## config.mk

```make
export PLATFORM = sky130hd
export DESIGN_NAME = ppo_port
export DESIGN_NICKNAME = d
export VERILOG_FILES = /design/src/core/ppo_pin_cell.v /design/src/core/ppo_port.v
export VERILOG_INCLUDE_DIRS = /design/src /design/src/core
export SDC_FILE = /design/constraint.sdc
export NUM_CORES = 1
export LEC_CHECK = 0
export BUFFER_PORTS_ARGS = -buffer_cell sky130_fd_sc_hd__buf_2
export CAP_MARGIN = 0
export CORE_ASPECT_RATIO = 1.75
export CORE_MARGIN = 2
export CORE_UTILIZATION = 50
export DETAILED_ROUTE_END_ITERATION = 7
export GPL_TIMING_DRIVEN = 0
export PLACE_DENSITY = 0.74
export SYNTH_ARGS = -nofsm -noshare
export SYNTH_HDL_FRONTEND = slang
export SYNTH_SLANG_ARGS = --single-unit
```

## constraint.sdc

```tcl
create_clock -name i_mclk -period 2.3 [get_ports i_mclk]
set_input_delay 0 -clock i_mclk [delete_from_list [all_inputs] [get_ports i_mclk]]
set_output_delay 0 -clock i_mclk [all_outputs]
set_load 0.005 [all_outputs]
```

## src/core/ppo_map.vh

```
// register map, field positions and reset values of the pin override block
`ifndef PPO_MAP_VH
`define PPO_MAP_VH

`define PPO_ADDR_W          4
`define PPO_A_DIR           4'h0
`define PPO_A_DATA          4'h1
`define PPO_A_PIN           4'h2
`define PPO_A_CTRL          4'h3
`define PPO_A_IRQ_STAT      4'h4
`define PPO_A_IRQ_MASK      4'h5
`define PPO_A_SPI_CTRL      4'h6
`define PPO_A_EXT_CTRL      4'h7

`define PPO_CTRL_PULLUP_OFF 4
`define PPO_SPI_EN          0
`define PPO_SPI_MASTER      1
`define PPO_EXT_EN0         0
`define PPO_EXT_EN1         1

`define PPO_IRQ_WAKE0       0
`define PPO_IRQ_WAKE1       1

`define PPO_PIN_MOSI        4
`define PPO_PIN_SCK         5
`define PPO_PIN_MISO        6
`define PPO_PIN_CAP         7
`define PPO_PIN_EXT0        2
`define PPO_PIN_PWM0        1

`define PPO_RST_BYTE        8'h00

`endif

```

## src/core/ppo_pin_cell.v

```verilog
// one pin: pull-up, driver, value and input-enable override muxing
`timescale 1ns/1ps
module ppo_pin_cell (
    input  wire i_dir,
    input  wire i_data,
    input  wire i_global_pullup_disable,
    input  wire i_sleep,
    input  wire i_pullup_override_enable,
    input  wire i_pullup_override_value,
    input  wire i_direction_override_enable,
    input  wire i_direction_override_value,
    input  wire i_value_override_enable,
    input  wire i_value_override_value,
    input  wire i_input_enable_override_enable,
    input  wire i_input_enable_override_value,
    input  wire i_pad_in,
    output wire o_pullup,
    output wire o_drive_en,
    output wire o_drive_val,
    output wire o_input_en,
    output wire o_alternate_digital_input
);
    // pure combinational so overrides hit the pad in the same cycle  see RULE17
    assign o_pullup    = i_pullup_override_enable ? i_pullup_override_value    // see RULE5
                       : (~i_dir & i_data & ~i_global_pullup_disable); // see RULE4 see RULE12
    assign o_drive_en  = i_direction_override_enable ? i_direction_override_value
                       : i_dir;                                        // see RULE6 see RULE16
    assign o_drive_val = o_drive_en & (i_value_override_enable ? i_value_override_value
                       : i_data);                                      // see RULE7 see RULE16
    assign o_input_en  = i_input_enable_override_enable ? i_input_enable_override_value
                       : ~i_sleep;                                     // see RULE9 see RULE1
    // clamp to ground ahead of the buffer; consumer synchronises it  see RULE10
    assign o_alternate_digital_input = i_pad_in & o_input_en;
endmodule // ppo_pin_cell

```

## src/core/ppo_port.v

```verilog
// eight-pin port with peripheral overrides, sleep clamp and register port
`timescale 1ns/1ps
`include "ppo_map.vh"
////////////////////////////////////////////////////////////////////////////////
// Function
// (RULE1) deep sleep clamps each pin input to ground unless overridden
// (RULE2) an enabled external interrupt pin is exempt from the sleep clamp
// (RULE3) disabled interrupt pin high during clamp flags its interrupt on wake
// (RULE4) without override, pull-up on only for dir 0, data 1, disable 0
// (RULE5) with pull-up override enabled, pull-up follows the override value
// (RULE6) driver enable follows direction override value or the direction bit
// (RULE7) driven value is value override or the data bit
// (RULE8) toggle override enable inverts the pin data bit
// (RULE9) input enable override forces input enable regardless of sleep
// (RULE10) alternate input taken after buffer, before synchroniser
// (RULE11) override signals come from the owning peripheral, not the port; spi and interrupt ones come from spi_ctrl and ext_en here
// (RULE12) global pull-up disable bit 4 switches off every pull-up
// (RULE13) pin 7 carries pwm2 output 2 and timer1 capture input
// (RULE14) pin 4 mosi, pin 6 miso, pin 5 sck and external interrupt 1
// (RULE15) pin 2 interrupt 0 and pwm2 output 1; pin 1 pwm2 output 0
// (RULE16) direction one makes output, zero input; data sets driven level
// (RULE17) override muxing is combinational per pin
module ppo_port #(
    parameter N = 8
) (
    input  wire                  i_mclk,
    input  wire                  i_rst,
    input  wire [`PPO_ADDR_W-1:0] i_addr,
    input  wire [7:0]            i_wdata,
    input  wire                  i_wr,
    input  wire                  i_rd,
    output reg  [7:0]            o_rdata,
    input  wire                  i_sleep_deep,
    input  wire [N-1:0]          i_pad_in,
    output wire [N-1:0]          o_pad_out,
    output wire [N-1:0]          o_pad_oe,
    output wire [N-1:0]          o_pad_pullup,
    input  wire                  i_pwm2_en0,
    input  wire                  i_pwm2_output_0,
    input  wire                  i_pwm2_en1,
    input  wire                  i_pwm2_output_1,
    input  wire                  i_pwm2_en2,
    input  wire                  i_pwm2_output_2,
    input  wire                  i_spi_mosi_out,
    input  wire                  i_spi_miso_out,
    input  wire                  i_spi_sck_out,
    input  wire [N-1:0]          i_toggle_override_enable,
    output wire                  o_timer1_capture_input,
    output wire                  o_spi_mosi_in,
    output wire                  o_spi_miso_in,
    output wire                  o_spi_sck_in,
    output wire                  o_ext_interrupt_0_input,
    output wire                  o_ext_interrupt_1_input,
    output wire                  o_irq
);
    ////////////////////////////////////////////////////////////////////////////
    reg  [N-1:0] dir;
    reg  [N-1:0] data;
    reg  [7:0]   processor_control;
    reg  [1:0]   spi_ctrl;
    reg  [1:0]   ext_en;
    reg  [1:0]   irq_stat;
    reg  [1:0]   irq_mask;
    reg  [1:0]   wake_pend;
    reg  [N-1:0] sy1;
    reg  [N-1:0] sy2;
    reg  [N-1:0] sy3;
    reg  [N-1:0] pin_sync;
    reg          sleep_q;

    wire         global_pullup_disable = processor_control[`PPO_CTRL_PULLUP_OFF];
    wire         spi_on  = spi_ctrl[`PPO_SPI_EN];
    wire         spi_mst = spi_on & spi_ctrl[`PPO_SPI_MASTER];
    wire         spi_slv = spi_on & ~spi_ctrl[`PPO_SPI_MASTER];
    wire [N-1:0] adi;
    wire [N-1:0] input_en;

    // register map, one byte per address:
    //   0 direction, a one makes the pin an output
    //   1 output data, also the pull-up request of an input
    //   2 synchronised pin levels; writing ones toggles data
    //   3 processor control, bit 4 turns every pull-up off
    //   4 wake status, bit 0 pin 2, bit 1 pin 5, write one clears
    //   5 wake mask, same layout as the status
    //   6 spi control, bit 0 enable, bit 1 master
    //   7 external interrupt enables, bit 0 pin 2, bit 1 pin 5
    //   other addresses read zero and ignore writes

    // pin map of the alternate functions:
    //   pin 1 pwm2 output 0
    //   pin 2 pwm2 output 1 and external interrupt 0
    //   pin 4 spi data out of a master, into a slave
    //   pin 5 spi clock and external interrupt 1
    //   pin 6 spi data into a master, out of a slave
    //   pin 7 pwm2 output 2 and timer1 capture input
    //   pins 0 and 3 are plain port bits here

    // override priority per pin, highest first:
    //   a peripheral enable replaces the register bit outright
    //   the register bit decides when no peripheral claims the pin
    //   the sleep clamp yields to an input enable override

    // pad outputs are combinational, so a peripheral that flips
    // its enable moves the pad in the same cycle; the price is
    // that glitches on the enables reach the pad

    // raw inputs handed to peripherals are not synchronised;
    // a consumer must add its own flops unless it uses one as
    // a clock

    // the pin register path waits for flops two and three to
    // agree, so a read lags a pad change by about four cycles

    // limitation: pin 5 is shared, and an enabled interrupt keeps
    // its input alive even while the spi master drives the clock

    // wake flags mimic the edge the clamp makes: a pin left high
    // with its interrupt off falls in sleep and rises on wake

    // toggle requests from software and peripherals are ored, then xored into data;
    // two requests on one bit in one cycle still give one flip

    // reset leaves every pin an input with no pull-up or drive,
    // so the pads float until software configures them

    // read data answers one cycle after the strobe and is zero
    // in every other cycle, so stale data never lingers

    // sleep is taken as a level; its registered copy gives the
    // falling edge that sets the wake flags

    // an spi pin forced to input keeps the software pull-up:
    //   on only for data 1 and global disable 0

    // override bundles: pwm bits from the pwm2 enables, spi and interrupt bits from spi_ctrl and ext_en  see RULE11
    reg  [N-1:0] pullup_override_enable;
    reg  [N-1:0] pullup_override_value;
    reg  [N-1:0] direction_override_enable;
    reg  [N-1:0] direction_override_value;
    reg  [N-1:0] value_override_enable;
    reg  [N-1:0] value_override_value;
    reg  [N-1:0] input_enable_override_enable;
    reg  [N-1:0] input_enable_override_value;

    always @* begin
        pullup_override_enable       = {N{1'b0}};
        pullup_override_value        = {N{1'b0}};
        direction_override_enable    = {N{1'b0}};
        direction_override_value     = {N{1'b0}};
        value_override_enable        = {N{1'b0}};
        value_override_value         = {N{1'b0}};
        input_enable_override_enable = {N{1'b0}};
        input_enable_override_value  = {N{1'b0}};

        // pwm stage two outputs  see RULE13 see RULE15
        direction_override_enable[`PPO_PIN_CAP]  = i_pwm2_en2;
        direction_override_value[`PPO_PIN_CAP]   = 1'b1;
        value_override_enable[`PPO_PIN_CAP]      = i_pwm2_en2;
        value_override_value[`PPO_PIN_CAP]       = i_pwm2_output_2;

        direction_override_enable[`PPO_PIN_EXT0] = i_pwm2_en1;
        direction_override_value[`PPO_PIN_EXT0]  = 1'b1;
        value_override_enable[`PPO_PIN_EXT0]     = i_pwm2_en1;
        value_override_value[`PPO_PIN_EXT0]      = i_pwm2_output_1;

        direction_override_enable[`PPO_PIN_PWM0] = i_pwm2_en0;
        direction_override_value[`PPO_PIN_PWM0]  = 1'b1;
        value_override_enable[`PPO_PIN_PWM0]     = i_pwm2_en0;
        value_override_value[`PPO_PIN_PWM0]      = i_pwm2_output_0;

        // spi: inputs forced on the receiving side, pull-up still software's  see RULE14
        pullup_override_enable[`PPO_PIN_MISO]    = spi_mst;
        pullup_override_value[`PPO_PIN_MISO]     = data[`PPO_PIN_MISO] & ~global_pullup_disable;
        direction_override_enable[`PPO_PIN_MISO] = spi_mst;
        value_override_enable[`PPO_PIN_MISO]     = spi_slv;
        value_override_value[`PPO_PIN_MISO]      = i_spi_miso_out;

        pullup_override_enable[`PPO_PIN_SCK]     = spi_slv;
        pullup_override_value[`PPO_PIN_SCK]      = data[`PPO_PIN_SCK] & ~global_pullup_disable;
        direction_override_enable[`PPO_PIN_SCK]  = spi_slv;
        value_override_enable[`PPO_PIN_SCK]      = spi_mst;
        value_override_value[`PPO_PIN_SCK]       = i_spi_sck_out;

        pullup_override_enable[`PPO_PIN_MOSI]    = spi_slv;
        pullup_override_value[`PPO_PIN_MOSI]     = data[`PPO_PIN_MOSI] & ~global_pullup_disable;
        direction_override_enable[`PPO_PIN_MOSI] = spi_slv;
        value_override_enable[`PPO_PIN_MOSI]     = spi_mst;
        value_override_value[`PPO_PIN_MOSI]      = i_spi_mosi_out;

        // enabled external interrupts keep their input alive in sleep  see RULE2
        input_enable_override_enable[`PPO_PIN_EXT0] = ext_en[`PPO_EXT_EN0];
        input_enable_override_value[`PPO_PIN_EXT0]  = ext_en[`PPO_EXT_EN0];
        input_enable_override_enable[`PPO_PIN_SCK]  = ext_en[`PPO_EXT_EN1];
        input_enable_override_value[`PPO_PIN_SCK]   = ext_en[`PPO_EXT_EN1];
    end

    ////////////////////////////////////////////////////////////////////////////
    genvar g;
    generate
        for (g = 0; g < N; g = g + 1) begin : pin
            ppo_pin_cell u_cell (
                .i_dir                          (dir[g]),
                .i_data                         (data[g]),
                .i_global_pullup_disable        (global_pullup_disable),
                .i_sleep                        (i_sleep_deep),
                .i_pullup_override_enable       (pullup_override_enable[g]),
                .i_pullup_override_value        (pullup_override_value[g]),
                .i_direction_override_enable    (direction_override_enable[g]),
                .i_direction_override_value     (direction_override_value[g]),
                .i_value_override_enable        (value_override_enable[g]),
                .i_value_override_value         (value_override_value[g]),
                .i_input_enable_override_enable (input_enable_override_enable[g]),
                .i_input_enable_override_value  (input_enable_override_value[g]),
                .i_pad_in                       (i_pad_in[g]),
                .o_pullup                       (o_pad_pullup[g]),
                .o_drive_en                     (o_pad_oe[g]),
                .o_drive_val                    (o_pad_out[g]),
                .o_input_en                     (input_en[g]),
                .o_alternate_digital_input      (adi[g])
            );
        end
    endgenerate

    // raw pre-synchroniser inputs to the peripherals  see RULE10 see RULE13 see RULE14
    assign o_timer1_capture_input  = adi[`PPO_PIN_CAP];
    assign o_spi_mosi_in           = adi[`PPO_PIN_MOSI];
    assign o_spi_miso_in           = adi[`PPO_PIN_MISO];
    assign o_spi_sck_in            = adi[`PPO_PIN_SCK];
    assign o_ext_interrupt_0_input = adi[`PPO_PIN_EXT0];                // see RULE15
    assign o_ext_interrupt_1_input = adi[`PPO_PIN_SCK];                 // see RULE14
    assign o_irq = |(irq_stat & irq_mask);

    ////////////////////////////////////////////////////////////////////////////
    // port read path: three flops, value moves once stages two and three agree
    always @(posedge i_mclk) begin
        if (i_rst) begin
            sy1      <= {N{1'b0}};
            sy2      <= {N{1'b0}};
            sy3      <= {N{1'b0}};
            pin_sync <= {N{1'b0}};
        end else begin
            sy1 <= adi;
            sy2 <= sy1;
            sy3 <= sy2;
            pin_sync <= (sy2 == sy3) ? sy3 : pin_sync;
        end
    end

    ////////////////////////////////////////////////////////////////////////////
    // wake flag: a disabled interrupt pin seen high is clamped to low in sleep,
    // so leaving sleep yields the edge the interrupt logic would see  see RULE3
    wire       wake    = sleep_q & ~i_sleep_deep;
    wire [1:0] hi_now  = {pin_sync[`PPO_PIN_SCK], pin_sync[`PPO_PIN_EXT0]};
    wire [1:0] wr_clr  = (i_wr && i_addr == `PPO_A_IRQ_STAT) ? i_wdata[1:0] : 2'h0;
    wire [1:0] irq_set = wake ? wake_pend : 2'h0;

    always @(posedge i_mclk) begin
        if (i_rst) begin
            sleep_q   <= 1'b0;
            wake_pend <= 2'h0;
            irq_stat  <= 2'h0;
        end else begin
            sleep_q <= i_sleep_deep;
            if (!i_sleep_deep)
                wake_pend <= hi_now & ~ext_en;                          // see RULE3
            irq_stat <= (irq_stat & ~wr_clr) | irq_set;                 // set wins over clear
        end
    end

    ////////////////////////////////////////////////////////////////////////////
    wire [N-1:0] pin_wr = (i_wr && i_addr == `PPO_A_PIN) ? i_wdata[N-1:0] : {N{1'b0}};

    always @(posedge i_mclk) begin
        if (i_rst) begin
            dir               <= {N{1'b0}};
            data              <= {N{1'b0}};
            processor_control <= `PPO_RST_BYTE;
            spi_ctrl          <= 2'h0;
            ext_en            <= 2'h0;
            irq_mask          <= 2'h0;
        end else begin
            if (i_wr && i_addr == `PPO_A_DIR)
                dir <= i_wdata[N-1:0];                                  // see RULE16
            // software pin-write toggles and peripheral toggle both invert  see RULE8
            if (i_wr && i_addr == `PPO_A_DATA)
                data <= i_wdata[N-1:0] ^ i_toggle_override_enable;
            else
                data <= data ^ (pin_wr | i_toggle_override_enable);
            if (i_wr && i_addr == `PPO_A_CTRL)
                processor_control <= i_wdata;                           // see RULE12
            if (i_wr && i_addr == `PPO_A_SPI_CTRL)
                spi_ctrl <= i_wdata[1:0];
            if (i_wr && i_addr == `PPO_A_EXT_CTRL)
                ext_en <= i_wdata[1:0];
            if (i_wr && i_addr == `PPO_A_IRQ_MASK)
                irq_mask <= i_wdata[1:0];
        end
    end

    ////////////////////////////////////////////////////////////////////////////
    always @(posedge i_mclk) begin
        if (i_rst) begin
            o_rdata <= 8'h00;
        end else if (i_rd) begin
            case (i_addr)
                `PPO_A_DIR:      o_rdata <= dir;
                `PPO_A_DATA:     o_rdata <= data;
                `PPO_A_PIN:      o_rdata <= pin_sync;
                `PPO_A_CTRL:     o_rdata <= processor_control;
                `PPO_A_IRQ_STAT: o_rdata <= {6'h00, irq_stat};
                `PPO_A_IRQ_MASK: o_rdata <= {6'h00, irq_mask};
                `PPO_A_SPI_CTRL: o_rdata <= {6'h00, spi_ctrl};
                `PPO_A_EXT_CTRL: o_rdata <= {6'h00, ext_en};
                default:         o_rdata <= 8'h00;
            endcase
        end else begin
            o_rdata <= 8'h00;
        end
    end
endmodule // ppo_port

```

# == Yosys cells after proc, flatten, opt, wreduce, memory -nomap -nowiden ==
# Index checks and enable logic that the tools add are counted.
# word_totals
ff_bits,75
latch_bits,0
ram_bits,0
rom_bits,0
input_bits,42
out_inout_bits,39
n_memories,0
# op_classes
addsub,0
multipliers,0
div_mod_pow,0
order_cmp,0
n_eq_ne,8
n_shift,0
n_mux,22
n_bitwise,59
reduce_logical,11
# ops
operator,count
8-bit case mux with 8 select lines,1
1-bit AND,38
1-bit two-way mux,17
"4-bit by 3-bit equality test with 1-bit output, second input constant",4
8-bit two-way mux,2
8-bit XOR,2
1-bit NOT,12
"4-bit by 2-bit equality test with 1-bit output, second input constant",2
8-bit equality test,1
1-bit logical AND,8
8-bit bitwise OR,1
2-bit AND,3
"4-bit by 1-bit equality test with 1-bit output, second input constant",1
4-bit logical NOT,1
2-bit two-way mux,2
2-bit NOT,2
2-bit OR reduction,2
2-bit bitwise OR,1

# == Depth between registers and ports, before layout ==
# depth
depth_word,6
ltp_mapped,7
ltp_nobuf,4

# == Modules after synthesis ==
# From an unflattened synthesis, not the netlist that was laid out.
# unflattened
cells_unflattened,428
area_unflattened_um2,3993.8
# modules_own_cells
module,instances,cells_each,area_each_um2,seq_area_each_um2
ppo_port,1,348,3293.2,1501.4
ppo_pin_cell,8,10,87.6,0.0

# == Least setup slack after synthesis ==
# No wires, ideal clock.
# synth_timing
path_type,reg-to-reg
startpoint,register sy3[3]
endpoint,register pin_sync[0]
setup_ns,0.072
t_arrival_ns,1.131
setup_slack_ns,1.097
stages_incl_launch_ff,5
n_path_buf,0
synth_period_minus_slack_ns,1.203
path_cell_list,dfxtp_1 > xnor2_1 > nand4_1 > nor2_2 > mux2i_1
# synth_between
elab_chain_cells,1
# synth_rtl
item,line,source
start: declaration,ppo_port.v:67,reg [N-1:0] sy3;
start signal: assignment,ppo_port.v:239,sy3 <= {N{1'b0}};
start signal: assignment,ppo_port.v:244,sy3 <= sy2;
8-bit equality test,ppo_port.v:245,pin_sync <= (sy2 == sy3) ? sy3 : pin_sync;
end signal: assignment,ppo_port.v:240,pin_sync <= {N{1'b0}};
end signal: assignment,ppo_port.v:245,
end: declaration,ppo_port.v:68,reg [N-1:0] pin_sync;
# Every way passes these cells.
# A chain may end at the register's enable or synchronous reset.

# == Worst setup path in the final report ==
# layout_timing
startpoint,register spi_ctrl[0]
endpoint,output o_pad_pullup[4]
# layout_between
elab_chain_cells,2
# layout_rtl
item,line,source
start: declaration,ppo_port.v:60,reg [1:0] spi_ctrl;
start signal: assignment,ppo_port.v:292,spi_ctrl <= i_wdata[1:0];
1-bit AND,ppo_port.v:74,wire spi_slv = spi_on & ~spi_ctrl[`PPO_SPI_MASTER];
1-bit two-way mux,ppo_pin_cell.v:24,assign o_pullup = i_pullup_override_enable ? i_pullup_override_value
end: declaration,ppo_port.v:37,"output wire [N-1:0] o_pad_pullup,"
# Every way passes these cells.

==> flow_summary.ini <==
[layout]
drive_gt1_frac = 0.264
fillCellCount = 639
instances_no_fill = 609
layout.nets = 561
multi_input_area_sq_um = 1860
area_delta_synth_final_pct = 24.1
post-route-cell-area_sq_um = 4580
final_core_util = 0.638
num_antenna_cells = 0
register_area_sq_um = 1500

[detailed_routing]
drc = 0
drt_iter0_drc = 319
routed.top_layer = met4
routed_via_density = 5.59
wirelength_met1_um = 3270
dr_wl_met2_um = 5070
drt_first_pass_iters = 6
ant_nets = 0
wl_per_cell_um = 15.3
wl_met3_um = 655
via_count = 3405
drt-total-wl_um = 9340

[worst_hold_path]
whs_path_depth = 3
holdPathEnd = data[2]
min_from = i_toggle_override_enable[2]
min_path_type = in2reg

[clocking]
cts.sinks = 75
clk_pin_slew_ns = 0.06
worstSkewPairLatency_ns = 0.34
clockBufferDepth = 2
cts_buffers = 9
post_cts_resized = 0
htreeDepth = 3
cts_tree = done
root_buffer = clkbuf_16

[worst_setup_path]
r2r-start = sy3[5]
crit_start = spi_ctrl[0]
r2r_slack_ns = 0.85
start_kind = flop
worstSetupEndpointType = primary output
worst_ep_required_time_ns = 2.30
worst-r2r-cell-count = 4
critPathMaxFanout = 9
cp_data_arrival_time_ns = 1.77
crit_type = reg2out
worst_r2r_endpoint = pin_sync[1]

[timing]
maxSlewViolCount = 0
tns_ns = 0
setup_viol = 0
skew_ns = 0.00808
tightest_slew_ns = 0.724
timing.slew.headroom = 0.514
final.period_utilization = 0.768
fin_crit_ns = 1.77
rsz0062_at_grt = no
hold_viol = 0
max_freq_ghz = 0.566

[global_route]
grt_pass1_wl_um = 14800
overflow = 0
antenna_found_initial = 0
grt_max_degree = 14
grt_pass1_vias = 3182
grtUsageTotal = 0.246

[floorplan]
die_width_um = 69.0
ios = 81
start_util = 0.514
row_count = 41
dieArea_sq_um = 8120
die_h_um = 118
core_sq_um = 7180

[status]
status = finished, final reports clean

[logic_synthesis]
synth_warnings = 0
ys_top_cells_by_count = dfxtp_1, nand2_1, a21oi_1
ys_seq_area_frac = 0.407
synth_cell_type_count = 43
post-synth-top-count-cell = dfxtp_1
synthCells = 421
synthTopCellsByArea = dfxtp_1, buf_4, nor2b_1
synth_async_sr_flop_share = 0
netlist_area_sq_um = 3690
avgSynthCellArea_sq_um = 8.77
synth_top_area_share = 0.407
synth_area_leader_cell = dfxtp_1
ys.flop_type = dfxtp_1
synth-seq-cells = 75
synth_edf_count = 0
syn-num-nets = 463

[placement]
globalplace.congestion = 0.893
placed_cell_area_sq_um = 4170
io_buffers = 73
dpl.hpwl_um = 6760
dpl.cell_count = 580

[power]
leakagePower_uw = 0.00196
powerDensity_nw_per_um2 = 662
finalPower_uw = 3030
ir_drop_mv = 0.534

[job]
cap_violations = 0
state kept, by name, summed over array words and instances, names as in the netlist:
signal             flops
sy1                    8
sleep_q                1
ext_en                 2
irq_stat               2
processor_control      8
sy2                    8
data                   8
pin_sync               8
irq_mask               2
dir                    8
o_rdata                8
spi_ctrl               2
wake_pend              2
sy3                    8
cell families after synthesis:
family | share of synthesized area
mux | 0.0827
flops | 0.407
compound gates | 0.147
simple gates | 0.255
xor+xnor | 0.0190
buf+inv | 0.0891
cell type report:
cell class,count,area share
Clock inverter,5,0.00846
Clock buffer,10,0.0521
Tap cell,86,0.0235
Buffer,51,0.0669
Timing Repair Buffer,87,0.110
Sequential cell,75,0.328
Multi-Input combinational cell,289,0.406
Inverter,6,0.00491
metrics by stage:
| step | worst slack (ns) | hold slack [ns] |
|---|---|---|
| 2_1_floorplan | 1.10 | 0.113 |
| 3_3_place_gp | 0.714 | 0.200 |
| 3_5_place_dp | 0.715 | 0.205 |
| 4_1_cts | 0.525 | 0.0316 |
| 5_1_grt | 0.349 | 0.0468 |
| 6_report | 0.533 | 0.0402 |
per-layer routing:
metal	global-route usage	up-vias
met5	0	-
met4	0.124	0
met3	0.0612	38
met2	0.431	152
met1	0.258	1586
li1	-	1629
worst max path at each step:
stage | endpoint | depth (start not counted) | slack (ns)
floorplan | pin_sync[0] | 4 | 1.10
global placement | data[6] | 6 | 0.71
detailed placement | data[6] | 6 | 0.71
CTS | o_pad_pullup[4] | 6 | 0.53
global route | o_pad_pullup[5] | 6 | 0.35
finish | o_pad_pullup[4] | 6 | 0.53
layout by cell type (no fill, tap or decap), drive strengths merged, types with 2 or more instances in the layout:
cell type      n
buf          111
dfxtp         75
nand2         45
a21oi         36
nor2b         31
clkbuf        23
nor2          20
nand2b        19
mux2i         17
nand3         15
and2          14
dlygate4sd3   14
nor3b          9
a22o           8
xnor2          8
and3           8
a31oi          8
o21ai          8
inv            7
mux4           6
a211o          6
a21boi         5
nor3           3
or2            3
clkinv         3
o22ai          2
nand3b         2
nand4          2
a22oi          2
o211a          2
a311oi         2
critical path: stages (launching register included):
cell,delay [ns]
dfxtp_1,0.30
clkbuf_1,0.34
nand2b_1,0.18
and2_1,0.20
nor3b_1,0.18
buf_4,0.13
buf_2,0.09
power by group:
part	internal, uW	leakage [uW]	switching, uW
Combinational	189	0.00121	184
Sequential	1330	0.000609	32.8
Clock	758	0.000135	538
repair_timing:
item                                    in CTS  in global routing
endpoints found under the setup margin       0                  0
hold buffers                                14                  0
buffers inserted                             0                  0
hold endpoints to repair                    20                  0
No activity file was read; power rests on OpenSTA's default activity.
